===== src/design/chrb_consts.vh =====
// Function
// - bit7 config picks standard or jeita profile
// - bit6 picks balance start 3.5V/3.7V
// - bits5,4 pick mismatch thresholds 50/70mV
// - 6k resistor: 500mA offset, 100mA steps
// - 24k resistor: 125mA offset, 25mA steps
// - timer bit7 picks 600/1200kHz switching
// - watchdog limit off/40/80/160s, kick restarts
// - soft reset restores defaults, self-clears
// - safety timer off/8h/20h/12h, default 20h
// - status bits5:4 report charge phase
// - status bits3:0 hold read-only regulation flags
// - fault bits7:3 hold read-only fault flags
// - fault bits2:0 hold thermistor zone code
// - watchdog expiry restores config and timer fields, keeps timer bits6:4
// - boost off when boost_run low, charge off or done, zone or overvolt fault, or safety timeout
// - target address 4bh, nack undefined register
`ifndef CHRB_CONSTS_VH
`define CHRB_CONSTS_VH
`define CHRB_DEV_ADDR        7'h4b
`define CHRB_OFS_CFG         8'h01
`define CHRB_OFS_TMR         8'h02
`define CHRB_OFS_STAT        8'h03
`define CHRB_OFS_FAULT       8'h04
`define CHRB_RST_CFG         8'h8f
`define CHRB_RST_TMR         8'h95
`define CHRB_TMR_WDT_MASK    8'h70
`define CHRB_TMR_KICK_BIT    6
`define CHRB_TMR_SRST_BIT    3
`define CHRB_CLK_HZ          200000000
`define CHRB_WD_S_01         40
`define CHRB_WD_S_10         80
`define CHRB_WD_S_11         160
`define CHRB_CFG_PROF_BIT    7
`define CHRB_CFG_BSTART_BIT  6
`define CHRB_CFG_BFALL_BIT   5
`define CHRB_CFG_BRISE_BIT   4
`define CHRB_CFG_ICC_MSB     3
`define CHRB_TMR_FSW_BIT     7
`define CHRB_TMR_WD_MSB      5
`define CHRB_TMR_WD_LSB      4
`define CHRB_TMR_SAFE_MSB    2
`define CHRB_TMR_SAFE_LSB    1
`define CHRB_TMR_RUN_BIT     0
`define CHRB_ZONE_OK         3'h0
`define CHRB_SAFE_UNIT_S     3600
`define CHRB_MA_OFS_6K       12'd500
`define CHRB_MA_STEP_6K      12'd100
`define CHRB_MA_OFS_24K      12'd125
`define CHRB_MA_STEP_24K     12'd25
`define CHRB_SAFE_H_01       8'd8
`define CHRB_SAFE_H_10       8'd20
`define CHRB_SAFE_H_11       8'd12
`endif


===== src/design/chrb_regs.v =====
`timescale 1ns/1ps
`include "chrb_consts.vh"
module chrb_regs #(
  parameter SEC_CYC = `CHRB_CLK_HZ
) (
  input  wire        clk_sys,
  input  wire        rst_n,
  input  wire        scl_in,
  input  wire        sda_in,
  output reg         sda_oe_n,
  input  wire        iset_24k,
  input  wire [1:0]  charge_phase,
  input  wire        input_limit_flag,
  input  wire        battery_absent_flag,
  input  wire        thermal_reg_flag,
  input  wire        sys_floor_flag,
  input  wire        input_ovp,
  input  wire        overheat_shutdown_flag,
  input  wire        battery_overvolt_flag,
  input  wire [2:0]  thermistor_zone_code,
  input  wire        charge_enabled,
  input  wire        charge_done,
  output reg         thermistor_profile_sel,
  output reg         balance_start_sel,
  output reg         balance_fall_thresh,
  output reg         balance_rise_thresh,
  output reg  [11:0] fast_chg_ma,
  output reg         switch_freq_sel,
  output reg         boost_on,
  output reg         safety_expired,
  output reg         wdog_expired_flag
);
  localparam ST_IDLE = 6'b000001;
  localparam ST_ADDR = 6'b000010;
  localparam ST_REG  = 6'b000100;
  localparam ST_DATA = 6'b001000;
  localparam ST_RD   = 6'b010000;
  localparam ST_ACK  = 6'b100000;

  // pins pass two flops
  wire scl_s;
  wire sda_s;
  chrb_sync #(.W(1)) u_scl (.clk_sys(clk_sys), .rst_n(rst_n), .d(scl_in), .q(scl_s));
  chrb_sync #(.W(1)) u_sda (.clk_sys(clk_sys), .rst_n(rst_n), .d(sda_in), .q(sda_s));

  reg        scl_d;
  reg        sda_d;
  reg [5:0]  state;
  reg [5:0]  after_ack;
  reg [3:0]  bitn;
  reg [7:0]  shreg;
  reg [7:0]  reg_ptr;
  reg        do_ack;
  reg [7:0]  cfg;
  reg [7:0]  tmr;
  reg [7:0]  next_cfg;
  reg [7:0]  next_tmr;
  reg [7:0]  rd_byte;
  reg        wr_stb;
  reg        kick;
  wire       wdog_hit;
  wire       safe_hit;
  reg        wdog_hit_q;

  wire scl_rise = scl_s & ~scl_d;
  wire scl_fall = ~scl_s & scl_d;
  wire start_c  = scl_s & scl_d & sda_d & ~sda_s;
  wire stop_c   = scl_s & scl_d & ~sda_d & sda_s;
  wire shr_ok   = shreg >= `CHRB_OFS_CFG && shreg <= `CHRB_OFS_FAULT;

  wire [7:0] stat_rd  = {2'b00, charge_phase, input_limit_flag, battery_absent_flag,
                         thermal_reg_flag, sys_floor_flag};
  wire [7:0] fault_rd = {wdog_expired_flag, input_ovp, overheat_shutdown_flag,
                         safety_expired, battery_overvolt_flag, thermistor_zone_code};

  always @* begin
    case (reg_ptr)
      `CHRB_OFS_CFG:   rd_byte = cfg;
      `CHRB_OFS_TMR:   rd_byte = tmr;
      `CHRB_OFS_STAT:  rd_byte = stat_rd;
      `CHRB_OFS_FAULT: rd_byte = fault_rd;
      default:         rd_byte = 8'h00;
    endcase
  end

  // serial target: single byte write, or address then read
  always @(posedge clk_sys) begin
    if (!rst_n) begin
      scl_d <= 1'b1;
      sda_d <= 1'b1;
      state <= ST_IDLE;
      after_ack <= ST_IDLE;
      bitn <= 4'h0;
      shreg <= 8'h00;
      reg_ptr <= 8'h00;
      do_ack <= 1'b0;
      sda_oe_n <= 1'b1;
      wr_stb <= 1'b0;
    end else begin
      scl_d <= scl_s;
      sda_d <= sda_s;
      wr_stb <= 1'b0;
      if (start_c) begin
        state <= ST_ADDR;
        bitn <= 4'h0;
        sda_oe_n <= 1'b1;
      end else if (stop_c) begin
        state <= ST_IDLE;
        sda_oe_n <= 1'b1;
      end else begin
        case (state)
          ST_IDLE: sda_oe_n <= 1'b1;
          ST_ADDR, ST_REG, ST_DATA: begin
            if (scl_rise) begin
              shreg <= {shreg[6:0], sda_s};
              bitn <= bitn + 4'h1;
            end
            if (scl_fall && bitn == 4'h8) begin
              bitn <= 4'h0;
              state <= ST_ACK;
              if (state == ST_ADDR) begin
                do_ack <= shreg[7:1] == `CHRB_DEV_ADDR;
                after_ack <= shreg[0] ? ST_RD : ST_REG;
                sda_oe_n <= ~(shreg[7:1] == `CHRB_DEV_ADDR);
              end else if (state == ST_REG) begin
                reg_ptr <= shreg;
                do_ack <= shr_ok;
                after_ack <= ST_DATA;
                sda_oe_n <= ~shr_ok;
              end else begin
                do_ack <= 1'b1;
                after_ack <= ST_IDLE;
                wr_stb <= 1'b1;
                sda_oe_n <= 1'b0;
              end
            end
          end
          ST_ACK: begin
            if (scl_fall) begin
              if (!do_ack) begin
                state <= ST_IDLE;
                sda_oe_n <= 1'b1;
              end else if (after_ack == ST_RD) begin
                state <= ST_RD;
                shreg <= rd_byte;
                sda_oe_n <= rd_byte[7];
                bitn <= 4'h1;
              end else begin
                state <= after_ack;
                sda_oe_n <= 1'b1;
              end
            end
          end
          ST_RD: begin
            if (scl_fall) begin
              if (bitn == 4'h8) begin
                state <= ST_IDLE;
                sda_oe_n <= 1'b1;
              end else begin
                shreg <= {shreg[6:0], 1'b0};
                sda_oe_n <= shreg[6];
                bitn <= bitn + 4'h1;
              end
            end
          end
          default: state <= ST_IDLE;
        endcase
      end
    end
  end

  // register update, soft reset and watchdog restore
  always @* begin
    next_cfg = cfg;
    next_tmr = tmr;
    kick = 1'b0;
    if (wr_stb && reg_ptr == `CHRB_OFS_CFG)
      next_cfg = shreg;
    if (wr_stb && reg_ptr == `CHRB_OFS_TMR) begin
      next_tmr = shreg;
      kick = shreg[`CHRB_TMR_KICK_BIT];
    end
    if (tmr[`CHRB_TMR_SRST_BIT]) begin
      next_cfg = `CHRB_RST_CFG;
      next_tmr = `CHRB_RST_TMR;
    end else if (wdog_hit) begin
      next_cfg = `CHRB_RST_CFG;
      next_tmr = (tmr & `CHRB_TMR_WDT_MASK) | (`CHRB_RST_TMR & ~`CHRB_TMR_WDT_MASK);
      next_tmr[`CHRB_TMR_SRST_BIT] = tmr[`CHRB_TMR_SRST_BIT];
    end
  end

  always @(posedge clk_sys) begin
    if (!rst_n) begin
      cfg <= `CHRB_RST_CFG;
      tmr <= `CHRB_RST_TMR;
    end else begin
      cfg <= next_cfg;
      tmr <= next_tmr;
    end
  end

  // watchdog: 40s times 1,2,4
  reg  [31:0] wd_lim;
  reg  [31:0] safe_lim;
  always @* begin
    case (tmr[`CHRB_TMR_WD_MSB:`CHRB_TMR_WD_LSB])
      2'b01:   wd_lim = `CHRB_WD_S_01;
      2'b10:   wd_lim = `CHRB_WD_S_10;
      2'b11:   wd_lim = `CHRB_WD_S_11;
      default: wd_lim = 32'h0000_0000;
    endcase
    case (tmr[`CHRB_TMR_SAFE_MSB:`CHRB_TMR_SAFE_LSB])
      2'b01:   safe_lim = `CHRB_SAFE_H_01 * `CHRB_SAFE_UNIT_S;
      2'b10:   safe_lim = `CHRB_SAFE_H_10 * `CHRB_SAFE_UNIT_S;
      2'b11:   safe_lim = `CHRB_SAFE_H_11 * `CHRB_SAFE_UNIT_S;
      default: safe_lim = 32'h0000_0000;
    endcase
  end
  chrb_tick #(.SEC_CYC(SEC_CYC)) u_wd (
    .clk_sys(clk_sys), .rst_n(rst_n), .clr(kick | wr_stb | wdog_hit_q),
    .limit_s(wd_lim), .expired(wdog_hit));
  chrb_tick #(.SEC_CYC(SEC_CYC)) u_safe (
    .clk_sys(clk_sys), .rst_n(rst_n), .clr(~charge_enabled | charge_done),
    .limit_s(safe_lim), .expired(safe_hit));

  always @(posedge clk_sys) begin
    if (!rst_n) begin
      wdog_hit_q <= 1'b0;
      wdog_expired_flag <= 1'b0;
      safety_expired <= 1'b0;
      thermistor_profile_sel <= 1'b1;
      balance_start_sel <= 1'b0;
      balance_fall_thresh <= 1'b0;
      balance_rise_thresh <= 1'b0;
      fast_chg_ma <= 12'd0;
      switch_freq_sel <= 1'b1;
      boost_on <= 1'b0;
    end else begin
      wdog_hit_q <= wdog_hit;
      if (wdog_hit)
        wdog_expired_flag <= 1'b1;
      else if (kick)
        wdog_expired_flag <= 1'b0;
      safety_expired <= safe_hit;
      thermistor_profile_sel <= cfg[`CHRB_CFG_PROF_BIT];
      balance_start_sel <= cfg[`CHRB_CFG_BSTART_BIT];
      balance_fall_thresh <= cfg[`CHRB_CFG_BFALL_BIT];
      balance_rise_thresh <= cfg[`CHRB_CFG_BRISE_BIT];
      if (iset_24k)
        fast_chg_ma <= `CHRB_MA_OFS_24K + `CHRB_MA_STEP_24K * {8'h00, cfg[`CHRB_CFG_ICC_MSB:0]};
      else
        fast_chg_ma <= `CHRB_MA_OFS_6K + `CHRB_MA_STEP_6K * {8'h00, cfg[`CHRB_CFG_ICC_MSB:0]};
      switch_freq_sel <= tmr[`CHRB_TMR_FSW_BIT];
      boost_on <= tmr[`CHRB_TMR_RUN_BIT] & charge_enabled & ~charge_done
                  & (thermistor_zone_code == `CHRB_ZONE_OK)
                  & ~safe_hit & ~battery_overvolt_flag;
    end
  end
endmodule


===== src/design/chrb_sync.v =====
`timescale 1ns/1ps
module chrb_sync #(
  parameter W = 1
) (
  input  wire         clk_sys,
  input  wire         rst_n,
  input  wire [W-1:0] d,
  output reg  [W-1:0] q
);
  reg [W-1:0] meta;
  always @(posedge clk_sys) begin
    if (!rst_n) begin
      // bus pins idle high, so no false edge after reset
      meta <= {W{1'b1}};
      q    <= {W{1'b1}};
    end else begin
      meta <= d;
      q    <= meta;
    end
  end
endmodule


===== src/design/chrb_tick.v =====
`timescale 1ns/1ps
// counts clock cycles into one-second ticks, then seconds up to a limit
module chrb_tick #(
  parameter SEC_CYC = 200000000
) (
  input  wire        clk_sys,
  input  wire        rst_n,
  input  wire        clr,
  input  wire [31:0] limit_s,
  output reg         expired
);
  reg [31:0] cyc;
  reg [31:0] secs;
  always @(posedge clk_sys) begin
    if (!rst_n || clr || limit_s == 32'h0000_0000) begin
      cyc     <= 32'h0000_0000;
      secs    <= 32'h0000_0000;
      expired <= 1'b0;
    end else if (!expired) begin
      if (cyc == SEC_CYC - 1) begin
        cyc  <= 32'h0000_0000;
        secs <= secs + 32'h0000_0001;
        if (secs + 32'h0000_0001 >= limit_s)
          expired <= 1'b1;
      end else begin
        cyc <= cyc + 32'h0000_0001;
      end
    end
  end
endmodule


===== config.mk =====
export PLATFORM = sky130hd
export DESIGN_NAME = chrb_regs
export DESIGN_NICKNAME = d
export VERILOG_FILES = /design/src/design/chrb_regs.v /design/src/design/chrb_sync.v /design/src/design/chrb_tick.v
export VERILOG_INCLUDE_DIRS = /design/src /design/src/design
export SDC_FILE = /design/constraint.sdc
export NUM_CORES = 1
export LEC_CHECK = 0
export CORE_ASPECT_RATIO = 0.9
export CORE_MARGIN = 4
export CORE_UTILIZATION = 30
export DETAILED_ROUTE_END_ITERATION = 8
export DONT_BUFFER_PORTS = 1
export GPL_ROUTABILITY_DRIVEN = 0
export HOLD_SLACK_MARGIN = 0.03
export MAX_ROUTING_LAYER = met4
export RECOVER_POWER = 50
export SKIP_CTS_REPAIR_TIMING = 1
export SYNTH_ARGS = -nofsm -noshare
export SYNTH_HDL_FRONTEND = slang
export SYNTH_SLANG_ARGS = --single-unit

===== constraint.sdc =====
create_clock -name clk_sys -period 2.6 [get_ports clk_sys]
set_clock_uncertainty 0.05 [all_clocks]
set_input_delay 0.13 -clock clk_sys [delete_from_list [all_inputs] [get_ports clk_sys]]
set_output_delay 0.13 -clock clk_sys [all_outputs]
set_load 0.03 [all_outputs]

==> results.json <==
{
  "rsz0062_at_grt": "true",
  "drt_pre_antenna_iters": 5,
  "grt_max_degree": 54,
  "finalCriticalPeriod_ns": 2.53,
  "yosys_most_used_dff": "dfxtp_1",
  "fin_util": 0.370,
  "synthSimpleGateAreaFrac": 0.291,
  "final.setup.worst_slack_ns": 0.0696,
  "syn_nets": 1403,
  "critPathSlowestCell": "dfxtp_1",
  "grt_pass1_vias": 8798,
  "synth_xor_area_frac": 0.135,
  "syn_avg_cell_area_sq_um": 8.33,
  "finalNetCount": 1495,
  "clockRootBuffer": "clkbuf_16",
  "synth.area.top_cells": "dfxtp_1 37%, xor2_1 8.4%, nor2_1 6.0%",
  "drt_iter0_drc": 600,
  "power_mw": 6.57,
  "crit_family": "compound AO/OA/AOI/OAI gates",
  "hpwl_mm": 18.5,
  "max_freq_mhz": 395,
  "antenna_found_initial": 1,
  "setup_viol": 0,
  "hold_violations": 1,
  "multiInputGateArea_sq_um": 6810,
  "yosysTopAreaCell": "dfxtp_1",
  "place_area_sq_um": 12200,
  "synthArstFlopShare": 0,
  "muxShareOfSynthArea": 0.0158,
  "register_area_sq_um": 4130,
  "ys_warn_count": 0,
  "start_util": 0.305,
  "required_ns": 2.92,
  "synth_top_family_by_area": "simple AND/OR/NAND/NOR gates",
  "status": "complete, but fails checks",
  "worst_pin_slew_ns": 0.734,
  "drive_gt1_frac": 0.131,
  "synth.top_cells.by_count": "206 x dfxtp_1, 177 x nor2_1, 132 x nand2_1, 106 x xor2_1, 69 x nand3_1",
  "grtUsageTotal": 0.128,
  "hold_slack_ns": -0.00928,
  "violations": "negative hold slack",
  "fp.coreArea_sq_um": 36300,
  "dp_slack_ns": -0.0470,
  "avgViaCountPerCell": 4.89,
  "seq_area_frac_synth": 0.372,
  "slowest_delay_ns": 0.34,
  "synth_edf_count": 0,
  "wl_mm": 26.0,
  "finalInstanceArea_sq_um": 13400,
  "cts_tree": "done",
  "cp_max_fo": 2,
  "die-height_um": 190,
  "path_common_cell": "a221oi_2",
  "wire_per_inst_um": 13.6,
  "start_kind": "flop",
  "cp.buffers_inverters": 0,
  "post-synth-top-count-cell": "dfxtp_1",
  "grt_pass1_wl_mm": 43.3,
  "htreeDepth": 1,
  "cp-end-kind": "flop",
  "path_class": "flop to flop",
  "synth-seq-cells": 206,
  "hold_class": "input pin to flop",
  "relSlewSlack": 0.505,
  "netlist_instances": 1331,
  "finalCritPeriodShare": 0.973,
  "clkLatencyLatePin_ns": 0.50,
  "fp-row-count": 66,
  "syn-cell-area_sq_um": 11100,
  "peakVddDrop_mv": 0.361,
  "synthDistinctLibCells": 66,
  "synthToLayoutAreaGrowth_pct": 21.2,
  "report.final.slew_viol_count": 0,
  "antenna_left": 0,
  "tns_ns": 0,
  "cts.clk_slew.worst_paths_ns": 0.06,
  "cts_buffer_depth": 3,
  "crit_arrival_ns": 2.85,
  "overflow": 0,
  "die_w_um": 211,
  "synth_compound_area_frac": 0.0930,
  "numPortBuffers": 0,
  "synth_top_area_share": 0.372,
  "synth-adder-area-share": 0.0612,
  "cts_buffers": 23,
  "vias": 9350,
  "cp_cell_sequence": "ha_2, nand3_2, xnor2_2, ha_1, and3_1, a221oi_2, o21ai_1, a221oi_2, nand4_1, nor4b_2, a211oi_1",
  "max_cap_viol_count": 0,
  "drcViolationCount": 0,
  "power.leakage_nw": 5.20,
  "pwr_density_cell_nw_per_um2": 489,
  "fillers": 3703,
  "numClockSinks": 206,
  "die-area_sq_um": 40100,
  "pin_count": 40
}
-- metrics by stage --
stage                     hold WS (ns)  instances
after CTS                       -0.358       1884
after detailed placement         0.166       1845
after global routing            0.0453       1914
after global placement           0.161       1845
after floorplan                  0.181       1331
final                         -0.00928       1914
-- worst register-to-register path, stage by stage, from the launching register on --
cell and delay (ns):
dfxtp_1 0.34, ha_2 0.19, nand3_2 0.11, xnor2_2 0.16
ha_1 0.31, and3_1 0.20, a221oi_2 0.25, o21ai_1 0.10
a221oi_2 0.25, nand4_1 0.13, nor4b_2 0.22, a211oi_1 0.09
-- per-layer routing --
| metal | part of all wire | global-route usage | vias up | wire [um] |
|---|---|---|---|---|
| met5 | 0 | - | - | 0 |
| met4 | 0.018 | 0.0274 | 0 | 475 |
| met3 | 0.036 | 0.0179 | 34 | 942 |
| met2 | 0.44 | 0.193 | 155 | 11400 |
| met1 | 0.51 | 0.184 | 4338 | 13100 |
| li1 | - | - | 4823 | - |
-- sequential cells by signal, indices dropped and copies added, names as in the netlist, 4 cells and up --
| signal | count |
|---|---|
| u_safe.secs | 32 |
| state | 6 |
| u_wd.cyc | 32 |
| u_safe.cyc | 32 |
| shreg | 8 |
| tmr | 8 |
| cfg | 8 |
| u_wd.secs | 32 |
| bitn | 4 |
| reg_ptr | 8 |
| after_ack | 4 |
| fast_chg_ma | 12 |
-- final timing paths --
| path | start | end | slack (ns) | cells past startpoint |
|---|---|---|---|---|
| max | u_wd.secs[1] | u_wd.expired | 0.07 | 11 |
| max reg2reg | u_wd.secs[1] | u_wd.expired | 0.07 | 11 |
| min reg2reg | u_sda.meta | u_sda.q | 0.38 | 1 |
| min | thermistor_zone_code[1] | shreg[1] | -0.009 | 4 |
-- cell type report --
type	count	area share
Timing Repair Buffer	121	0.0748
Inverter	36	0.0101
Clock inverter	5	0.00559
Tap cell	476	0.0443
Multi-Input combinational cell	1035	0.507
Antenna cell	1	0.000186
Sequential cell	206	0.308
Clock buffer	34	0.0504
-- where the power goes --
group	total, mW	switching [mW]	internal (mW)
Combinational	0.139	0.0794	0.0595
Sequential	3.20	0.0290	3.17
Clock	3.23	1.25	1.98
-- layout by cell type, fill, tap and decap left out, drive strengths merged, types with 8 or more instances in the layout --
cell type / instances
nor2: 178
nor3: 32
nor4b: 8
and2: 21
clkbuf: 37
nand3: 69
and4: 20
mux2i: 16
nor2b: 22
buf: 95
nand2b: 18
a222oi: 8
and3: 35
inv: 36
nand4: 40
or3: 19
ha: 51
dfxtp: 206
a21oi: 55
a31oi: 10
xnor2: 65
o21ai: 33
dlygate4sd3: 23
xor2: 106
nor4: 17
nand2: 132
-- kinds of logic (layout without fill, tap and decap cells) --
| logic type | after synthesis | in the layout |
|---|---|---|
| and+or+nand+nor | 637 | 637 |
| DFF | 206 | 206 |
| xor gates and xnor gates | 171 | 171 |
| AOI/OAI and AO/OA | 157 | 157 |
| buffers and inverters | 90 | 196 |
| adders and majority gates | 53 | 53 |
| muxes | 17 | 17 |
| other | 0 | 1 |
No activity file was read; power rests on OpenSTA's default activity.
